File: config.mk
export PLATFORM = sky130hd
export DESIGN_NAME = tcc_top
export DESIGN_NICKNAME = d
export VERILOG_FILES = /design/src/include/tcc_pkg.sv /design/src/tcc_filter.sv /design/src/tcc_compare.sv /design/src/tcc_top.sv
export SDC_FILE = /design/constraint.sdc
export NUM_CORES = 1
export LEC_CHECK = 0
export BUFFER_PORTS_ARGS = -buffer_cell sky130_fd_sc_hd__buf_4
export CELL_PAD_IN_SITES_DETAIL_PLACEMENT = 0
export CELL_PAD_IN_SITES_GLOBAL_PLACEMENT = 1
export CORE_ASPECT_RATIO = 1.25
export CORE_MARGIN = 10
export CORE_UTILIZATION = 47
export CTS_CLUSTER_DIAMETER = 120
export DETAILED_ROUTE_END_ITERATION = 8
export GPL_TIMING_DRIVEN = 1
export PLACE_DENSITY = 0.94
export REMOVE_ABC_BUFFERS = 1
export SETUP_SLACK_MARGIN = 0.3
export SYNTH_ARGS = -nofsm -noshare
export SYNTH_HDL_FRONTEND = slang
export SYNTH_HIERARCHICAL = 1
export SYNTH_SLANG_ARGS = --single-unit
File: constraint.sdc
create_clock -name CLK_SYS -period 10.41 [get_ports CLK_SYS]
set_clock_uncertainty 0.15 [all_clocks]
set_input_delay 3.123 -clock CLK_SYS [delete_from_list [all_inputs] [get_ports CLK_SYS]]
set_output_delay 3.123 -clock CLK_SYS [all_outputs]
set_load 0.01 [all_outputs]
File: src/include/tcc_pkg.sv
// constants, encodings and helpers shared by the timer channel control block
package tcc_pkg;

    // ------------------------------------------------------------
    // register byte offsets
    // ------------------------------------------------------------
    localparam logic [7:0] TCC_OFS_CHCTL = 8'h18;
    localparam logic [7:0] TCC_OFS_ENABLE = 8'h20;
    localparam logic [7:0] TCC_OFS_CV0 = 8'h34;
    localparam logic [7:0] TCC_OFS_CV1 = 8'h38;
    localparam logic [7:0] TCC_OFS_PROTECTION_LEVEL = 8'h44;
    localparam logic [7:0] TCC_OFS_STATUS = 8'h48;

    // ------------------------------------------------------------
    // reset values
    // ------------------------------------------------------------
    localparam logic [7:0] TCC_RST_CHFIELD = 8'h00;
    localparam logic [7:0] TCC_RST_ENABLE = 8'h00;
    localparam logic [1:0] TCC_RST_PROTECTION_LEVEL = 2'h0;
    localparam logic [15:0] TCC_RST_CV = 16'h0000;
    localparam logic [1:0] TCC_RST_WAIT = 2'h1;

    // ------------------------------------------------------------
    // channel control field layout (per channel byte, ch1 at +8)
    // ------------------------------------------------------------
    localparam int TCC_CH1_LSB = 8;
    localparam int TCC_MODE_LSB = 0;
    localparam int TCC_FAST_BIT = 2;
    localparam int TCC_SHADOW_BIT = 3;
    localparam int TCC_CTL_LSB = 4;
    localparam int TCC_PSC_LSB = 2;
    localparam int TCC_FLT_LSB = 4;
    localparam int TCC_OUT_RSVD_BIT = 7;

    // enable / polarity register bits, per channel at +4
    localparam int TCC_EN_STRIDE = 4;
    localparam int TCC_EN_BIT = 0;
    localparam int TCC_POL_BIT = 1;
    localparam int TCC_NPOL_BIT = 3;

    localparam logic [1:0] TCC_PROTECTION_LEVEL_FULL = 2'h3;

    // ------------------------------------------------------------
    // encodings
    // ------------------------------------------------------------
    typedef enum logic [1:0] {
        TCC_MS_OUTPUT = 2'h0,
        TCC_MS_OWN = 2'h1,
        TCC_MS_OTHER = 2'h2,
        TCC_MS_TRIG = 2'h3
    } tcc_mode_t;

    typedef enum logic [2:0] {
        TCC_OC_TIMING = 3'h0,
        TCC_OC_SET = 3'h1,
        TCC_OC_CLEAR = 3'h2,
        TCC_OC_TOGGLE = 3'h3,
        TCC_OC_FLOW = 3'h4,
        TCC_OC_FHIGH = 3'h5,
        TCC_OC_PWM0 = 3'h6,
        TCC_OC_PWM1 = 3'h7
    } tcc_compare_t;

    // ------------------------------------------------------------
    // filter code decode: samples needed and sample divider
    // ------------------------------------------------------------
    function automatic logic [3:0] tcc_filt_samples(input logic [3:0] code);
        logic [3:0] n;
        n = 4'h8;
        unique case (code)
            4'h1: n = 4'h2;
            4'h2: n = 4'h4;
            4'h4, 4'h6, 4'h8: n = 4'h6;
            default: n = 4'h8;
        endcase
        return n;
    endfunction

    // log2 of the divider applied to the filter sampling clock (clk_sys here)
    function automatic logic [1:0] tcc_filt_div_log(input logic [3:0] code);
        logic [1:0] d;
        d = 2'h0;
        unique case (code)
            4'h4, 4'h5: d = 2'h1;
            4'h6, 4'h7: d = 2'h2;
            4'h8, 4'h9: d = 2'h3;
            default: d = 2'h0;
        endcase
        return d;
    endfunction

endpackage

File: src/tcc_filter.sv
// input capture digital filter for one channel input
`timescale 1ns/1ps
`default_nettype none
module tcc_filter
    import tcc_pkg::*;
(
    input wire logic clk_sys,
    input wire logic srst,
    input wire logic din,
    input wire logic [3:0] code,
    output logic dout
);

    logic [2:0] div_reg;
    logic [3:0] cnt_reg;
    logic sample_en;
    logic [1:0] dlog;

    always_ff @(posedge clk_sys) begin
        if (srst) begin
            div_reg <= 3'h0;
        end else begin
            div_reg <= div_reg + 3'h1;
        end
    end

    always_comb begin
        dlog = tcc_filt_div_log(code);
        unique case (dlog)
            2'h1: sample_en = (div_reg[0] == 1'b1);
            2'h2: sample_en = (div_reg[1:0] == 2'h3);
            2'h3: sample_en = (div_reg == 3'h7);
            default: sample_en = 1'b1;
        endcase
    end

    // for a nonzero code a level is taken only after the required run of equal samples
    always_ff @(posedge clk_sys) begin
        if (srst) begin
            cnt_reg <= 4'h0;
            dout <= 1'b0;
        end else if (code == 4'h0) begin
            cnt_reg <= 4'h0;
            dout <= din;
        end else if (sample_en) begin
            if (din == dout) begin
                cnt_reg <= 4'h0;
            end else if (cnt_reg + 4'h1 >= tcc_filt_samples(code)) begin
                cnt_reg <= 4'h0;
                dout <= din;
            end else begin
                cnt_reg <= cnt_reg + 4'h1;
            end
        end
    end

endmodule
`default_nettype wire

File: src/tcc_compare.sv
// compare value shadowing and output prepare generation for one channel
`timescale 1ns/1ps
`default_nettype none
module tcc_compare
    import tcc_pkg::*;
(
    input wire logic clk_sys,
    input wire logic srst,
    input wire logic [2:0] compare_control,
    input wire logic shadow_en,
    input wire logic fast_en,
    input wire logic output_mode,
    input wire logic [15:0] counter_value,
    input wire logic count_down,
    input wire logic update_event,
    input wire logic trigger_edge,
    input wire logic cv_write,
    input wire logic [15:0] cv_wdata,
    input wire logic capture,
    output logic prepare,
    output logic [15:0] cv_active
);

    logic [15:0] cv_shadow_reg;
    logic cmp_prev_reg;
    logic [2:0] ctl_prev_reg;
    logic match;
    logic cmp_now;
    logic pwm_level;
    logic pwm_match_level;
    logic pwm_mode;

    // ------------------------------------------------------------
    // compare value: shadow copy or direct
    // ------------------------------------------------------------
    always_ff @(posedge clk_sys) begin
        if (srst) begin
            cv_shadow_reg <= TCC_RST_CV;
            cv_active <= TCC_RST_CV;
        end else if (capture) begin
            cv_active <= counter_value;
        end else begin
            if (cv_write) begin
                cv_shadow_reg <= cv_wdata;
            end
            if (cv_write && !shadow_en) begin
                cv_active <= cv_wdata;
            end else if (update_event && shadow_en) begin
                cv_active <= cv_shadow_reg;
            end
        end
    end

    always_comb begin
        match = (counter_value == cv_active);
        cmp_now = count_down ? (counter_value > cv_active) : (counter_value < cv_active);
        pwm_mode = (compare_control == TCC_OC_PWM0) || (compare_control == TCC_OC_PWM1);
        // pwm0: up -> high below; down -> low above
        pwm_level = (compare_control == TCC_OC_PWM0) ? (cmp_now ^ count_down)
                                                     : ~(cmp_now ^ count_down);
        // level the pwm output takes just after a match
        pwm_match_level = (compare_control == TCC_OC_PWM0) ? count_down : ~count_down;
    end

    always_ff @(posedge clk_sys) begin
        if (srst) begin
            cmp_prev_reg <= 1'b0;
            ctl_prev_reg <= 3'h0;
        end else begin
            cmp_prev_reg <= cmp_now;
            ctl_prev_reg <= compare_control;
        end
    end

    // ------------------------------------------------------------
    // output prepare, active high
    // ------------------------------------------------------------
    always_ff @(posedge clk_sys) begin
        if (srst) begin
            prepare <= 1'b0;
        end else if (output_mode) begin
            unique case (compare_control)
                TCC_OC_TIMING: prepare <= prepare;
                TCC_OC_SET: prepare <= match ? 1'b1 : prepare;
                TCC_OC_CLEAR: prepare <= match ? 1'b0 : prepare;
                TCC_OC_TOGGLE: prepare <= match ? ~prepare : prepare;
                TCC_OC_FLOW: prepare <= 1'b0;
                TCC_OC_FHIGH: prepare <= 1'b1;
                default: begin
                    if (pwm_mode && fast_en && trigger_edge) begin
                        prepare <= pwm_match_level;
                    end else if (ctl_prev_reg == TCC_OC_TIMING || cmp_now != cmp_prev_reg) begin
                        prepare <= pwm_level;
                    end
                end
            endcase
        end
    end

endmodule
`default_nettype wire

File: src/tcc_top.sv
// timer channel 0/1 mode, compare and capture control with avalon-mm registers
`timescale 1ns/1ps
`default_nettype none

// Summary of operation
// - ch0 mode: 00 output, 01 own input, 10 ch1 input, 11 internal trigger.
// - ch1 mode: 00 output, 01 own input, 10 ch0 input, 11 internal trigger.
// - a mode field takes writes only while its channel enable is clear.
// - code 000 holds the output prepare level steady.
// - 001 sets, 010 clears, 011 toggles the prepare signal on counter match.
// - 100 forces prepare low, 101 forces it high.
// - pwm0: up high below compare; down low above compare.
// - pwm1: up low below compare; down high above compare.
// - pwm level moves only on entry from timing, on comparison change or on a fast-enable trigger edge.
// - prepare is active high; pins apply output and complementary polarity.
// - compare control and shadow enable locked at protection 11 in output mode.
// - shadow on: writes wait for update event; off: immediate.
// - fast enable in pwm: trigger edge acts as match immediately.
// - ch1 fields sit at 14:12, 11, 10, 9:8 and act like ch0.
// - filter accepts a new level after the configured run of equal samples.
// - filter codes choose bypass, sample count and sampling divider.
// - capture prescaler 1/2/4/8 edges; cleared while channel disabled.
module tcc_top
    import tcc_pkg::*;
(
    input wire logic CLK_SYS,
    input wire logic SRST,
    input wire logic [7:0] AVS_ADDRESS,
    input wire logic AVS_READ,
    input wire logic AVS_WRITE,
    input wire logic [31:0] AVS_WRITEDATA,
    input wire logic [3:0] AVS_BYTEENABLE,
    output logic [31:0] AVS_READDATA,
    output logic AVS_WAITREQUEST,
    input wire logic [15:0] COUNTER_VALUE,
    input wire logic COUNT_DOWN,
    input wire logic UPDATE_EVENT,
    input wire logic TRIGGER_EDGE,
    input wire logic INTERNAL_TRIGGER_SOURCE,
    input wire logic CH0_IN,
    input wire logic CH1_IN,
    output logic CH0_OUTPUT_PIN,
    output logic CH0_COMPL_OUTPUT_PIN,
    output logic CH1_OUTPUT_PIN,
    output logic CH1_COMPL_OUTPUT_PIN,
    output logic CH0_CAPTURE,
    output logic CH1_CAPTURE
);

    // ------------------------------------------------------------
    // storage
    // ------------------------------------------------------------
    logic [7:0] chfield_reg [2];
    logic [7:0] enable_reg;
    logic [1:0] protection_level_reg;
    logic wait_reg;
    logic [1:0] sync1_reg;
    logic [1:0] sync2_reg;
    logic [1:0] src_prev_reg;
    logic [2:0] psc_cnt_reg [2];
    logic [1:0] capture_reg;

    logic [1:0] filtered;
    logic [1:0] prepare;
    logic [15:0] cv_active [2];
    logic [1:0] src_level;
    logic [1:0] src_edge;
    logic [1:0] cv_write;
    logic [1:0] ch_en;
    logic [1:0] ch_pol;
    logic [1:0] ch_npol;
    logic [1:0] out_mode;
    logic access;
    logic wr_take;
    logic word_write;
    logic [31:0] rd_next;

    function automatic logic [1:0] ch_mode(input logic [7:0] f);
        return f[TCC_MODE_LSB +: 2];
    endfunction

    always_comb begin
        for (int i = 0; i < 2; i++) begin
            ch_en[i] = enable_reg[i * TCC_EN_STRIDE + TCC_EN_BIT];
            ch_pol[i] = enable_reg[i * TCC_EN_STRIDE + TCC_POL_BIT];
            ch_npol[i] = enable_reg[i * TCC_EN_STRIDE + TCC_NPOL_BIT];
            out_mode[i] = (ch_mode(chfield_reg[i]) == TCC_MS_OUTPUT);
        end
    end

    // ------------------------------------------------------------
    // avalon-mm slave: one wait cycle, then the access completes
    // ------------------------------------------------------------
    assign access = AVS_READ || AVS_WRITE;
    assign wr_take = AVS_WRITE && !wait_reg;
    // partial-word writes are dropped so no field is half updated
    assign word_write = wr_take && (AVS_BYTEENABLE == 4'hf);

    always_ff @(posedge CLK_SYS) begin
        if (SRST) begin
            wait_reg <= TCC_RST_WAIT[0];
        end else if (access && wait_reg) begin
            wait_reg <= 1'b0;
        end else begin
            wait_reg <= 1'b1;
        end
    end

    assign AVS_WAITREQUEST = wait_reg;

    // ------------------------------------------------------------
    // channel control register
    // ------------------------------------------------------------
    always_ff @(posedge CLK_SYS) begin
        if (SRST) begin
            chfield_reg[0] <= TCC_RST_CHFIELD;
            chfield_reg[1] <= TCC_RST_CHFIELD;
        end else if (word_write && AVS_ADDRESS == TCC_OFS_CHCTL) begin
            for (int i = 0; i < 2; i++) begin
                if (!ch_en[i]) begin
                    chfield_reg[i][TCC_MODE_LSB +: 2] <=
                        AVS_WRITEDATA[i * TCC_CH1_LSB + TCC_MODE_LSB +: 2];
                end
                chfield_reg[i][TCC_FAST_BIT] <= AVS_WRITEDATA[i * TCC_CH1_LSB + TCC_FAST_BIT];
                chfield_reg[i][TCC_OUT_RSVD_BIT] <=
                    AVS_WRITEDATA[i * TCC_CH1_LSB + TCC_OUT_RSVD_BIT];
                if (!(protection_level_reg == TCC_PROTECTION_LEVEL_FULL && out_mode[i])) begin
                    chfield_reg[i][TCC_SHADOW_BIT] <=
                        AVS_WRITEDATA[i * TCC_CH1_LSB + TCC_SHADOW_BIT];
                    chfield_reg[i][TCC_CTL_LSB +: 3] <=
                        AVS_WRITEDATA[i * TCC_CH1_LSB + TCC_CTL_LSB +: 3];
                end
            end
        end
    end

    // ------------------------------------------------------------
    // enable/polarity and protection registers
    // ------------------------------------------------------------
    always_ff @(posedge CLK_SYS) begin
        if (SRST) begin
            enable_reg <= TCC_RST_ENABLE;
        end else if (word_write && AVS_ADDRESS == TCC_OFS_ENABLE) begin
            enable_reg <= AVS_WRITEDATA[7:0] & 8'hbb;
        end
    end

    always_ff @(posedge CLK_SYS) begin
        if (SRST) begin
            protection_level_reg <= TCC_RST_PROTECTION_LEVEL;
        end else if (word_write && AVS_ADDRESS == TCC_OFS_PROTECTION_LEVEL) begin
            protection_level_reg <= AVS_WRITEDATA[1:0];
        end
    end

    assign cv_write[0] = word_write && (AVS_ADDRESS == TCC_OFS_CV0);
    assign cv_write[1] = word_write && (AVS_ADDRESS == TCC_OFS_CV1);

    // ------------------------------------------------------------
    // read path; unmapped addresses read zero
    // ------------------------------------------------------------
    always_comb begin
        rd_next = 32'h0000_0000;
        unique case (AVS_ADDRESS)
            TCC_OFS_CHCTL: begin
                for (int i = 0; i < 2; i++) begin
                    rd_next[i * TCC_CH1_LSB +: 8] = chfield_reg[i];
                    if (out_mode[i]) begin
                        rd_next[i * TCC_CH1_LSB + TCC_OUT_RSVD_BIT] = 1'b0;
                    end
                end
            end
            TCC_OFS_ENABLE: rd_next[7:0] = enable_reg;
            TCC_OFS_CV0: rd_next[15:0] = cv_active[0];
            TCC_OFS_CV1: rd_next[15:0] = cv_active[1];
            TCC_OFS_PROTECTION_LEVEL: rd_next[1:0] = protection_level_reg;
            TCC_OFS_STATUS: rd_next[3:0] = {filtered, prepare};
            default: rd_next = 32'h0000_0000;
        endcase
    end

    always_ff @(posedge CLK_SYS) begin
        if (SRST) begin
            AVS_READDATA <= 32'h0000_0000;
        end else if (AVS_READ && wait_reg) begin
            AVS_READDATA <= rd_next;
        end
    end

    // ------------------------------------------------------------
    // pin synchronisers and filters
    // ------------------------------------------------------------
    always_ff @(posedge CLK_SYS) begin
        if (SRST) begin
            sync1_reg <= 2'h0;
            sync2_reg <= 2'h0;
        end else begin
            sync1_reg <= {CH1_IN, CH0_IN};
            sync2_reg <= sync1_reg;
        end
    end

    for (genvar g = 0; g < 2; g++) begin : g_ch
        tcc_filter u_filter (
            .clk_sys(CLK_SYS),
            .srst(SRST),
            .din(sync2_reg[g]),
            .code(chfield_reg[g][TCC_FLT_LSB +: 4]),
            .dout(filtered[g])
        );

        tcc_compare u_compare (
            .clk_sys(CLK_SYS),
            .srst(SRST),
            .compare_control(chfield_reg[g][TCC_CTL_LSB +: 3]),
            .shadow_en(chfield_reg[g][TCC_SHADOW_BIT]),
            .fast_en(chfield_reg[g][TCC_FAST_BIT]),
            .output_mode(out_mode[g]),
            .counter_value(COUNTER_VALUE),
            .count_down(COUNT_DOWN),
            .update_event(UPDATE_EVENT),
            .trigger_edge(TRIGGER_EDGE),
            .cv_write(cv_write[g]),
            .cv_wdata(AVS_WRITEDATA[15:0]),
            .capture(capture_reg[g]),
            .prepare(prepare[g]),
            .cv_active(cv_active[g])
        );
    end

    // ------------------------------------------------------------
    // input routing and capture prescaler
    // ------------------------------------------------------------
    always_comb begin
        for (int i = 0; i < 2; i++) begin
            unique case (ch_mode(chfield_reg[i]))
                TCC_MS_OWN: src_level[i] = filtered[i];
                TCC_MS_OTHER: src_level[i] = filtered[1 - i];
                TCC_MS_TRIG: src_level[i] = INTERNAL_TRIGGER_SOURCE;
                default: src_level[i] = 1'b0;
            endcase
            // polarity bit picks the falling edge instead of the rising one
            src_edge[i] = ch_pol[i] ? (src_prev_reg[i] && !src_level[i])
                                    : (!src_prev_reg[i] && src_level[i]);
        end
    end

    always_ff @(posedge CLK_SYS) begin
        if (SRST) begin
            src_prev_reg <= 2'h0;
        end else begin
            src_prev_reg <= src_level;
        end
    end

    always_ff @(posedge CLK_SYS) begin
        if (SRST) begin
            psc_cnt_reg[0] <= 3'h0;
            psc_cnt_reg[1] <= 3'h0;
            capture_reg <= 2'h0;
        end else begin
            for (int i = 0; i < 2; i++) begin
                capture_reg[i] <= 1'b0;
                if (!ch_en[i] || out_mode[i]) begin
                    psc_cnt_reg[i] <= 3'h0;
                end else if (src_edge[i]) begin
                    // prescale mask: 0, 1, 3 or 7 extra edges before a capture
                    if (psc_cnt_reg[i] == ((3'h1 << chfield_reg[i][TCC_PSC_LSB +: 2]) - 3'h1)) begin
                        psc_cnt_reg[i] <= 3'h0;
                        capture_reg[i] <= 1'b1;
                    end else begin
                        psc_cnt_reg[i] <= psc_cnt_reg[i] + 3'h1;
                    end
                end
            end
        end
    end

    // ------------------------------------------------------------
    // output pins, idle low while the channel is disabled
    // ------------------------------------------------------------
    always_ff @(posedge CLK_SYS) begin
        if (SRST) begin
            CH0_OUTPUT_PIN <= 1'b0;
            CH0_COMPL_OUTPUT_PIN <= 1'b0;
            CH1_OUTPUT_PIN <= 1'b0;
            CH1_COMPL_OUTPUT_PIN <= 1'b0;
            CH0_CAPTURE <= 1'b0;
            CH1_CAPTURE <= 1'b0;
        end else begin
            CH0_OUTPUT_PIN <= ch_en[0] && out_mode[0] && (prepare[0] ^ ch_pol[0]);
            CH0_COMPL_OUTPUT_PIN <= ch_en[0] && out_mode[0] && (prepare[0] ^ ch_npol[0]);
            CH1_OUTPUT_PIN <= ch_en[1] && out_mode[1] && (prepare[1] ^ ch_pol[1]);
            CH1_COMPL_OUTPUT_PIN <= ch_en[1] && out_mode[1] && (prepare[1] ^ ch_npol[1]);
            CH0_CAPTURE <= capture_reg[0];
            CH1_CAPTURE <= capture_reg[1];
        end
    end

endmodule
`default_nettype wire

; ---- Word level (Yosys, flattened, before mapping)
; Memory sizes are Yosys's and may differ from the RTL's.
; Cells that the tools add are included.
[totals]
register_bits = 129
out_inout_bits = 39
n_memories = 2
mem_bits_rw = 22
[op_classes]
n_eq_ne = 70
n_bitwise = 31
shifts = 2
n_mux = 124
reduce_logical = 77
order_cmp = 6
n_addsub = 8
[memory_table]
columns = memory, words, width, rd, rd_ports_with_merged_regs, wr, line
row1 = chfield_reg, 2, 8, 2, 0, 2, tcc_top.sv:53  ; logic [7:0] chfield_reg [2];
row2 = psc_cnt_reg, 2, 3, 2, 0, 2, tcc_top.sv:60  ; logic [2:0] psc_cnt_reg [2];
[ops]
columns = operator, n
row1 = two-way mux 16 bit, 6
row2 = two-way mux 1 bit, 82
row3 = two-way mux 4 bit, 12
row4 = equality test 16 bit, 2
row5 = equality test 4 x 3 -> 1 bit (second input constant), 8
row6 = > comparator 16 bit, 2
row7 = less-than comparator 16 bit, 2
row8 = equality test 3 bit (second input constant), 10
row9 = logical AND 1 bit, 29
row10 = equality test 8 x 6 -> 1 bit (second input constant), 3
row11 = two-way mux 3 bit, 8
row12 = one-hot mux 4 bit (3 select lines), 2
row13 = one-hot mux 8 bit (3 select lines), 1
row14 = equality test 2 bit (second input constant), 11
row15 = equality test 4 bit (second input constant), 5
row16 = equality test 8 x 7 -> 1 bit (second input constant), 2
row17 = != test 2 x 1 -> 1 bit (second input constant), 8
row18 = bitwise OR 1 bit, 16
row19 = one-hot mux 4 bit (4 select lines), 1
row20 = OR reduction 2 bit, 8
row21 = nonzero test 7 bit, 2
row22 = adder 3 x 1 -> 3 bit (second input constant), 4
row23 = equality test 3 x 2 -> 1 bit (second input constant), 4
row24 = logical NOT 3 bit, 4
row25 = 30 further kinds, 86

; ---- Longest topological paths before layout
; Gate-level depths: netlist (run 1).
; An unclocked memory read counts as a cell.
[logic_depth]
ltp_word = 14
ltp_mapped = 13

; ---- By module
; Netlist (run 1), hierarchy kept.
[by_module_without_submodules]
columns = module, cells_each, n_inst, area_each_um2
row1 = tcc_compare, 297, 2, 2188.3
row2 = tcc_top, 336, 1, 3226.8
row3 = tcc_filter, 63, 2, 531.8

; ---- Worst setup path after synthesis (run 1)
; Ideal clock, no wire load.
[synth_path]
path_kind = input to register
from = in AVS_ADDRESS[2]
to = reg g_ch[1].u_compare.cv_active[10]
slack_ns = 4.861
required_ns = 10.132
arrival_ns = 5.271
path_stages = 12
n_path_buf = 3
setup_ns = 0.128
cell_sequence = buf_4 or4b_4 nor3_1 nor2b_1 buf_2 buf_2 mux2i_1 nor2_1 a21oi_1 nor2_1 a21oi_1 nor2_1
[synth_between]
elab_chain_cells = 5
word_cells_on_any_way = 6
classes_between = eq/ne (1) / mux (2) / reduce/logical (3)
[synth_lines]
columns = element, line
row1 = from (decl), tcc_top.sv:28  ; input wire logic [7:0] AVS_ADDRESS,
row2 = equality test 8 x 6 -> 1 bit (*), tcc_top.sv:157  ; assign cv_write[1] = word_write && (AVS_ADDRESS == TCC_OFS_CV1);
row3 = logical AND 1 bit (*), tcc_top.sv:157
row4 = named net cv_write[1], tcc_top.sv:68  ; logic [1:0] cv_write;
row5 = logical AND 1 bit (*), tcc_compare.sv:46  ; if (cv_write && !shadow_en) begin
row6 = two-way mux 16 bit, tcc_compare.sv:46
row7 = two-way mux 16 bit, tcc_compare.sv:40  ; end else if (capture) begin
row8 = to (signal assigned), tcc_compare.sv:41  ; cv_active <= counter_value;
row9 = to (signal assigned), tcc_compare.sv:47  ; cv_active <= cv_wdata;
row10 = to (signal assigned), tcc_compare.sv:49  ; cv_active <= cv_shadow_reg;
row11 = to (decl), tcc_compare.sv:21  ; output logic [15:0] cv_active
; Mark *: on every way through the listed nets, which the timed path passes. The rest lies on a longest branch.
; A chain may end at the register's enable or synchronous reset.

; ---- Worst setup path after layout (run 1)
[layout_path]
from = in AVS_ADDRESS[3]
to = reg g_ch[0].u_compare.cv_active[14]
[layout_between]
elab_chain_cells = 5
word_cells_on_any_way = 6
classes_between = eq/ne (1) / mux (2) / reduce/logical (3)
[layout_lines]
columns = element, line
row1 = equality test 8 x 6 -> 1 bit (*), tcc_top.sv:156  ; assign cv_write[0] = word_write && (AVS_ADDRESS == TCC_OFS_CV0);
row2 = logical AND 1 bit (*), tcc_top.sv:156
row3 = named net cv_write[0], tcc_top.sv:68
row4 = logical AND 1 bit (*), tcc_compare.sv:46
row5 = two-way mux 16 bit, tcc_compare.sv:46
row6 = two-way mux 16 bit, tcc_compare.sv:40
row7 = to (signal assigned), tcc_compare.sv:41
row8 = to (signal assigned), tcc_compare.sv:47
row9 = to (signal assigned), tcc_compare.sv:49
row10 = to (decl), tcc_compare.sv:21
; Marked as above.

==> results.toml, run 1 <==
[clock_network]
cts_tree = "done"
clk_latency_ns = 0.43
cts_setup_buffers = 0
clockBufferDepth = 2
hold_buffers = 0
cts_buffers = 17
cts_resized = 0
clockRootBuffer = "clkbuf_16"
htree_levels = 4
path_clk_slew_ns = 0.06
clock_sinks = 151

[power_and_ir_drop]
p_total_mw = 1.36
ir_drop_uv = 109
p_per_area_nw_per_um2 = 137
p_leak_nw = 3.64
power_frac_seq = 0.450
p_int_mw = 1.02
power_frac_comb = 0.084
switching_share = 0.246
p_clk_frac = 0.467
power_switching_uw = 334

[floorplan]
core_um2 = 18100
dieArea_um2 = 24300
initial_core_util = 0.479
fp.dieH_um = 172
io_pins = 109
rows = 55
die_w_um = 141

[sta]
hold_viol = 0
tightest_slew_ns = 1.19
max_freq_ghz = 0.182
fin_crit_sh = 0.527
setup_viol = 0
final-max-slew-violation-count = 0
layout_min_cycle_time_ns = 5.48
slew_headroom = 0.200
hold_ws_ns = 0.291
totalNegativeSetupSlack_ns = 0
rsz0062_at_grt = "false"

[global_routing]
grt-ovfl-total = 0
grt_max_degree = 64
grt_usage = 0.196
antenna_found_initial = 0
grt_pass1_wl_mm = 38.0
grt_pass1_vias = 7246

[synthesis]
synth.avg_cell_area_um2 = 8.21
netlist_instances = 1056
ys_ff_latch = 151
yosysSeqAreaShare = 0.374
async_flop_share = 0
ys.flop_type = "dfxtp_1"
synth_compound_area_frac = 0.175
synthSimpleGateAreaFrac = 0.253
synth_edf_count = 22
yosysWarnings = 6
synth_xor_area_frac = 0.0141
muxShareOfSynthArea = 0.0586
synth_fa_ha_area_frac = 0.0664
synth.distinct_cells = 65
syn_area_um2 = 8670
synth_top_family_by_area = "simple AND/OR/NAND/NOR gates"

[outcome]
outcome = "completed"

[final_layout]
fill_cells = 1745
fin_util = 0.549
final_common_cell = "a21oi_1"
antennaDiodeCount = 0
finalNetCount = 1224
syn2layout_area_growth_pct = 14.7
drive_gt1_frac = 0.137
multi_input_area_um2 = 5010
seqCellArea_um2 = 3240
layout_common_cells = "134 x a21oi_1, 129 x dfxtp_1, 126 x nor2_1"
instances_no_fill = 1349

[critical_path]
slowest_delay_ns = 0.59
critical_path_class = "input port to flip-flop"
cp-end-kind = "flip-flop"
rrSetupSlack_ns = 7.37
reg2reg_from = "AVS_WAITREQUEST$_SDFF_PP1_"
path_common_cell = "nor2_1"
cp_slowest_cell = "nor4b_4"
crit_path_start = "AVS_ADDRESS[3]"
crit_fanout = 17
arrival_ns = 5.62
r2r-end = "g_ch[0].u_compare/cv_active[14]$_SDFFE_PP0P_"
path_cells = "buf_4 > nor4b_4 > and3_1 > and2_1 > nor2b_2 > buf_4 > mux2i_1 > nor2_1 > a21oi_1 > nor2_1 > a21oi_1 > nor2_1"
critPathLaunchType = "input port"
required_ns = 10.55
r2r_cells = 11

[detailed_routing]
ant_nets = 0
drt_pass1_iterations = 6
vias_per_cell = 5.69
routedWlPerCell_um = 17.8
routed_wirelength_mm = 24.0
drt_iter0_markers = 700
num_vias = 7670
drc = 0

[worst_hold_path]
min_to = "sync2_reg[0]$_SDFF_PP0_"
hold_start = "sync1_reg[0]$_SDFF_PP0_"
hold_path.class = "flip-flop to flip-flop"
holdPathStages = 1

[job]
maxCapViolCount = 0

[place]
dp_cells = 1317
place_congestion = 0.941
portBuffers = 76
hpwlAfterDp_mm = 17.8
-- cell usage after synthesis, types with 22 or more instances --
library cell | instances | area (um^2)
ha_1 | 46 | 576
nor2_1 | 126 | 473
edfxtp_1 | 22 | 661
dfxtp_1 | 129 | 2580
clkbuf_1 | 30 | 113
mux2i_1 | 44 | 440
o21ai_0 | 37 | 185
nand2_1 | 120 | 450
a21oi_1 | 134 | 671
nor2b_1 | 29 | 181
and2_1 | 24 | 150
inv_1 | 44 | 165
-- cell families after synthesis --
kind of cell / count (synthesis)
AOI/OAI and AO/OA: 254
xor gates and xnor gates: 14
adders and majority gates: 46
buffers and inverters: 111
DFF: 151
muxes: 50
other: 1
and+or+nand+nor: 429
-- critical path: cells and delay by family --
family | cells | cell delay (ns)
AOI/OAI and AO/OA | 2 | 0.24
buffers and inverters | 2 | 0.50
muxes | 1 | 0.25
and+or+nand+nor | 7 | 1.47
-- final cells by class --
cell class | instances | share of cell area
Multi-Input combinational cell | 809 | 0.504
Sequential cell | 151 | 0.326
Timing Repair Buffer | 85 | 0.0642
Clock buffer | 21 | 0.0485
Tap cell | 228 | 0.0287
Inverter | 44 | 0.0166
Clock inverter | 11 | 0.0118
-- power by group through the flow --
| stage | registers, mW | clock network, mW | logic, mW |
|---|---|---|---|
| 4_1_cts | 0.610 | 0.639 | 0.113 |
| 2_1_floorplan | 0.620 | 0 | 0.0553 |
| 3_3_place_gp | 0.623 | 0 | 0.111 |
| 6_report | 0.610 | 0.633 | 0.114 |
| 5_1_grt | 0.612 | 0.663 | 0.125 |
| 3_5_place_dp | 0.623 | 0 | 0.112 |
-- how the worst max path moves through the flow --
stage,end,slack [ns],depth (start not counted)
global route,g_ch[0].u_compare/cv_active[4]$_SDFFE_PP0P_,4.69,12
CTS,g_ch[0].u_compare/cv_active[14]$_SDFFE_PP0P_,4.92,12
global placement,g_ch[0].u_compare/cv_active[14]$_SDFFE_PP0P_,4.54,12
finish,g_ch[0].u_compare/cv_active[14]$_SDFFE_PP0P_,4.93,12
floorplan,g_ch[1].u_compare/cv_active[0]$_SDFFE_PP0P_,3.81,7
detailed placement,g_ch[0].u_compare/cv_active[6]$_SDFFE_PP0P_,4.52,12
-- metrics by stage --
stage / cell area, um^2 / setup slack, ns
after floorplan: 8390 / 3.81
after global placement: 9340 / 4.54
after detailed placement: 9340 / 4.52
after CTS: 9940 / 4.92
after global routing: 9940 / 4.69
final: 9940 / 4.93
-- metal layers --
layer | global-route usage | vias to the layer above | share of wire
li1 | - | 3808 | -
met3 | 0.0339 | 39 | 0.046
met4 | 0.0779 | 0 | 0.025
met1 | 0.238 | 3627 | 0.43
met2 | 0.336 | 196 | 0.50
met5 | 0 | - | 0
Note: power is estimated with default switching activity, not from simulation.
==> inputs of run 2 (changes only) <==
CORE_UTILIZATION = 40   (was 47)
PLACE_DENSITY = 0.86   (was 0.94)
clock period = 4.39 ns   (was 10.41 ns; I/O delays follow)
==> run 2 against run 1 <==
Against the previous run:
- register-to-register slack lost 5.9 ns
- final cell count is 4.7% higher
- utilization decreased by 7.3 points
- wire length up 2.5%
- first-iteration DRC count down 21%
- critical path type unchanged
- largest power group unchanged
- highest routed layer unchanged
==> results.toml, run 2 (synthesis gave the netlist of run 1 again) <==
[detailed_routing]
vias_per_cell = 5.43
drt_pass1_iterations = 7
routed_wirelength_mm = 24.6
ant_nets = 0
routedWlPerCell_um = 17.4
drt_iter0_markers = 556
num_vias = 7674
drc = 0

[clock_network]
hold_buffers = 0
clk_latency_ns = 0.43
path_clk_slew_ns = 0.06
clockRootBuffer = "clkbuf_16"
cts_setup_buffers = 0
cts_buffers = 17
cts_resized = 0
htree_levels = 4
clock_sinks = 151
cts_tree = "done"
clockBufferDepth = 2

[critical_path]
path_buf_inv = 3
required_ns = 4.61
critical_path_class = "input port to flip-flop"
path_common_cell = "buf_4"
slowest_delay_ns = 0.61
cp_slowest_cell = "or4b_4"
cp_top_family = "simple AND/OR/NAND/NOR gates"
crit_path_start = "AVS_ADDRESS[2]"
arrival_ns = 3.65
cp-end-kind = "flip-flop"
critPathLaunchType = "input port"
path_cells = "buf_4 > or4b_4 > nor3_1 > nor2b_2 > buf_4 > a211oi_4 > buf_4 > a211oi_1 > a21oi_1 > nor2_1"
reg2reg_from = "chfield_reg[0][6]$_SDFFCE_PN0P_"
crit_fanout = 32

[sta]
final-max-slew-violation-count = 0
max_freq_ghz = 0.291
fin_crit_sh = 0.783
slew_headroom = 0.411
layout_setup_ws_ns = 0.953
setup_viol = 0
hold_viol = 0
layout_min_cycle_time_ns = 3.44
rsz0062_at_grt = "false"
tightest_slew_ns = 0.882
totalNegativeSetupSlack_ns = 0

[outcome]
outcome = "completed"

[worst_hold_path]
hold_path.class = "flip-flop to flip-flop"
hold_start = "sync1_reg[0]$_SDFF_PP0_"

[power_and_ir_drop]
p_leak_nw = 3.75
p_total_mw = 3.36
p_per_area_nw_per_um2 = 330
ir_drop_uv = 281

[final_layout]
antennaDiodeCount = 0
final_common_cell = "a21oi_1"
syn2layout_area_growth_pct = 17.7
seqCellArea_um2 = 3240
multi_input_area_um2 = 5010
drive_gt1_frac = 0.147
fill_cells = 2116
finalNetCount = 1237
layout_common_cells = "134 x a21oi_1, 129 x dfxtp_1, 126 x nor2_1"

[floorplan]
dieArea_um2 = 28000
initial_core_util = 0.405
core_um2 = 21400
die_w_um = 152
rows = 60
io_pins = 109
fp.dieH_um = 185

[place]
hpwlAfterDp_mm = 18.5
portBuffers = 76
place_ws_ns = 0.546
place_congestion = 0.951

[global_routing]
grt_pass1_vias = 7289
antenna_found_initial = 0
grt-ovfl-total = 0
grt_pass1_wl_mm = 38.8
grt_usage = 0.176
grt_max_degree = 78

[job]
maxCapViolCount = 0
## run 2: cell count changes in the layout (fill, tap and decap cells not counted), sizes merged
cell,delta
inv,-1
clkinv,-2
buf,+13
clkinvlp,-1
bufinv,+1
clkbuf,+2
## run 2: path summary, 6_finish.rpt
kind / endpoint / slack (ns) / depth (start not counted)
worst max-delay path: g_ch[1].u_compare/cv_active[0]$_SDFFE_PP0P_ / 0.95 / 10
worst min-delay path: sync2_reg[0]$_SDFF_PP0_ / 0.29 / 1
worst max register to register: g_ch[0].u_filter/cnt_reg[2]$_SDFFE_PP0P_ / 1.52 / 8
worst min register to register: sync2_reg[0]$_SDFF_PP0_ / 0.29 / 1
## run 2: report_power, final
group,switching [mW],leakage [nW],internal [mW]
Clock,0.593,0.327,1.05
Combinational,0.166,2.14,0.111
Sequential,0.0258,1.28,1.42
Total,0.786,3.75,2.58
## run 2: final cells by class
class / instances / share of cell area
multi-input combinational: 809 / 0.491
inverter: 44 / 0.0162
sequential: 151 / 0.318
tap: 279 / 0.0342
clock buffer: 23 / 0.0533
clock inverter: 8 / 0.0124
timing repair buffer: 98 / 0.0746
## run 2: through the flow
stage	area (um^2)	utilization	std cells	hold slack [ns]
after floorplan	8390	-	1004	0.264
after global placement	9530	0.445	1381	0.276
after detailed placement	9530	0.445	1381	0.283
after CTS	10200	0.477	1412	0.299
after global routing	10200	0.477	1412	0.317
final	10200	0.477	1412	0.295
## run 2: layer usage
layer	track usage	vias up	share of wire
li1	-	3829	-
met1	0.208	3602	0.42
met2	0.311	207	0.51
met3	0.0341	36	0.048
met4	0.0535	0	0.019
met5	0	-	0
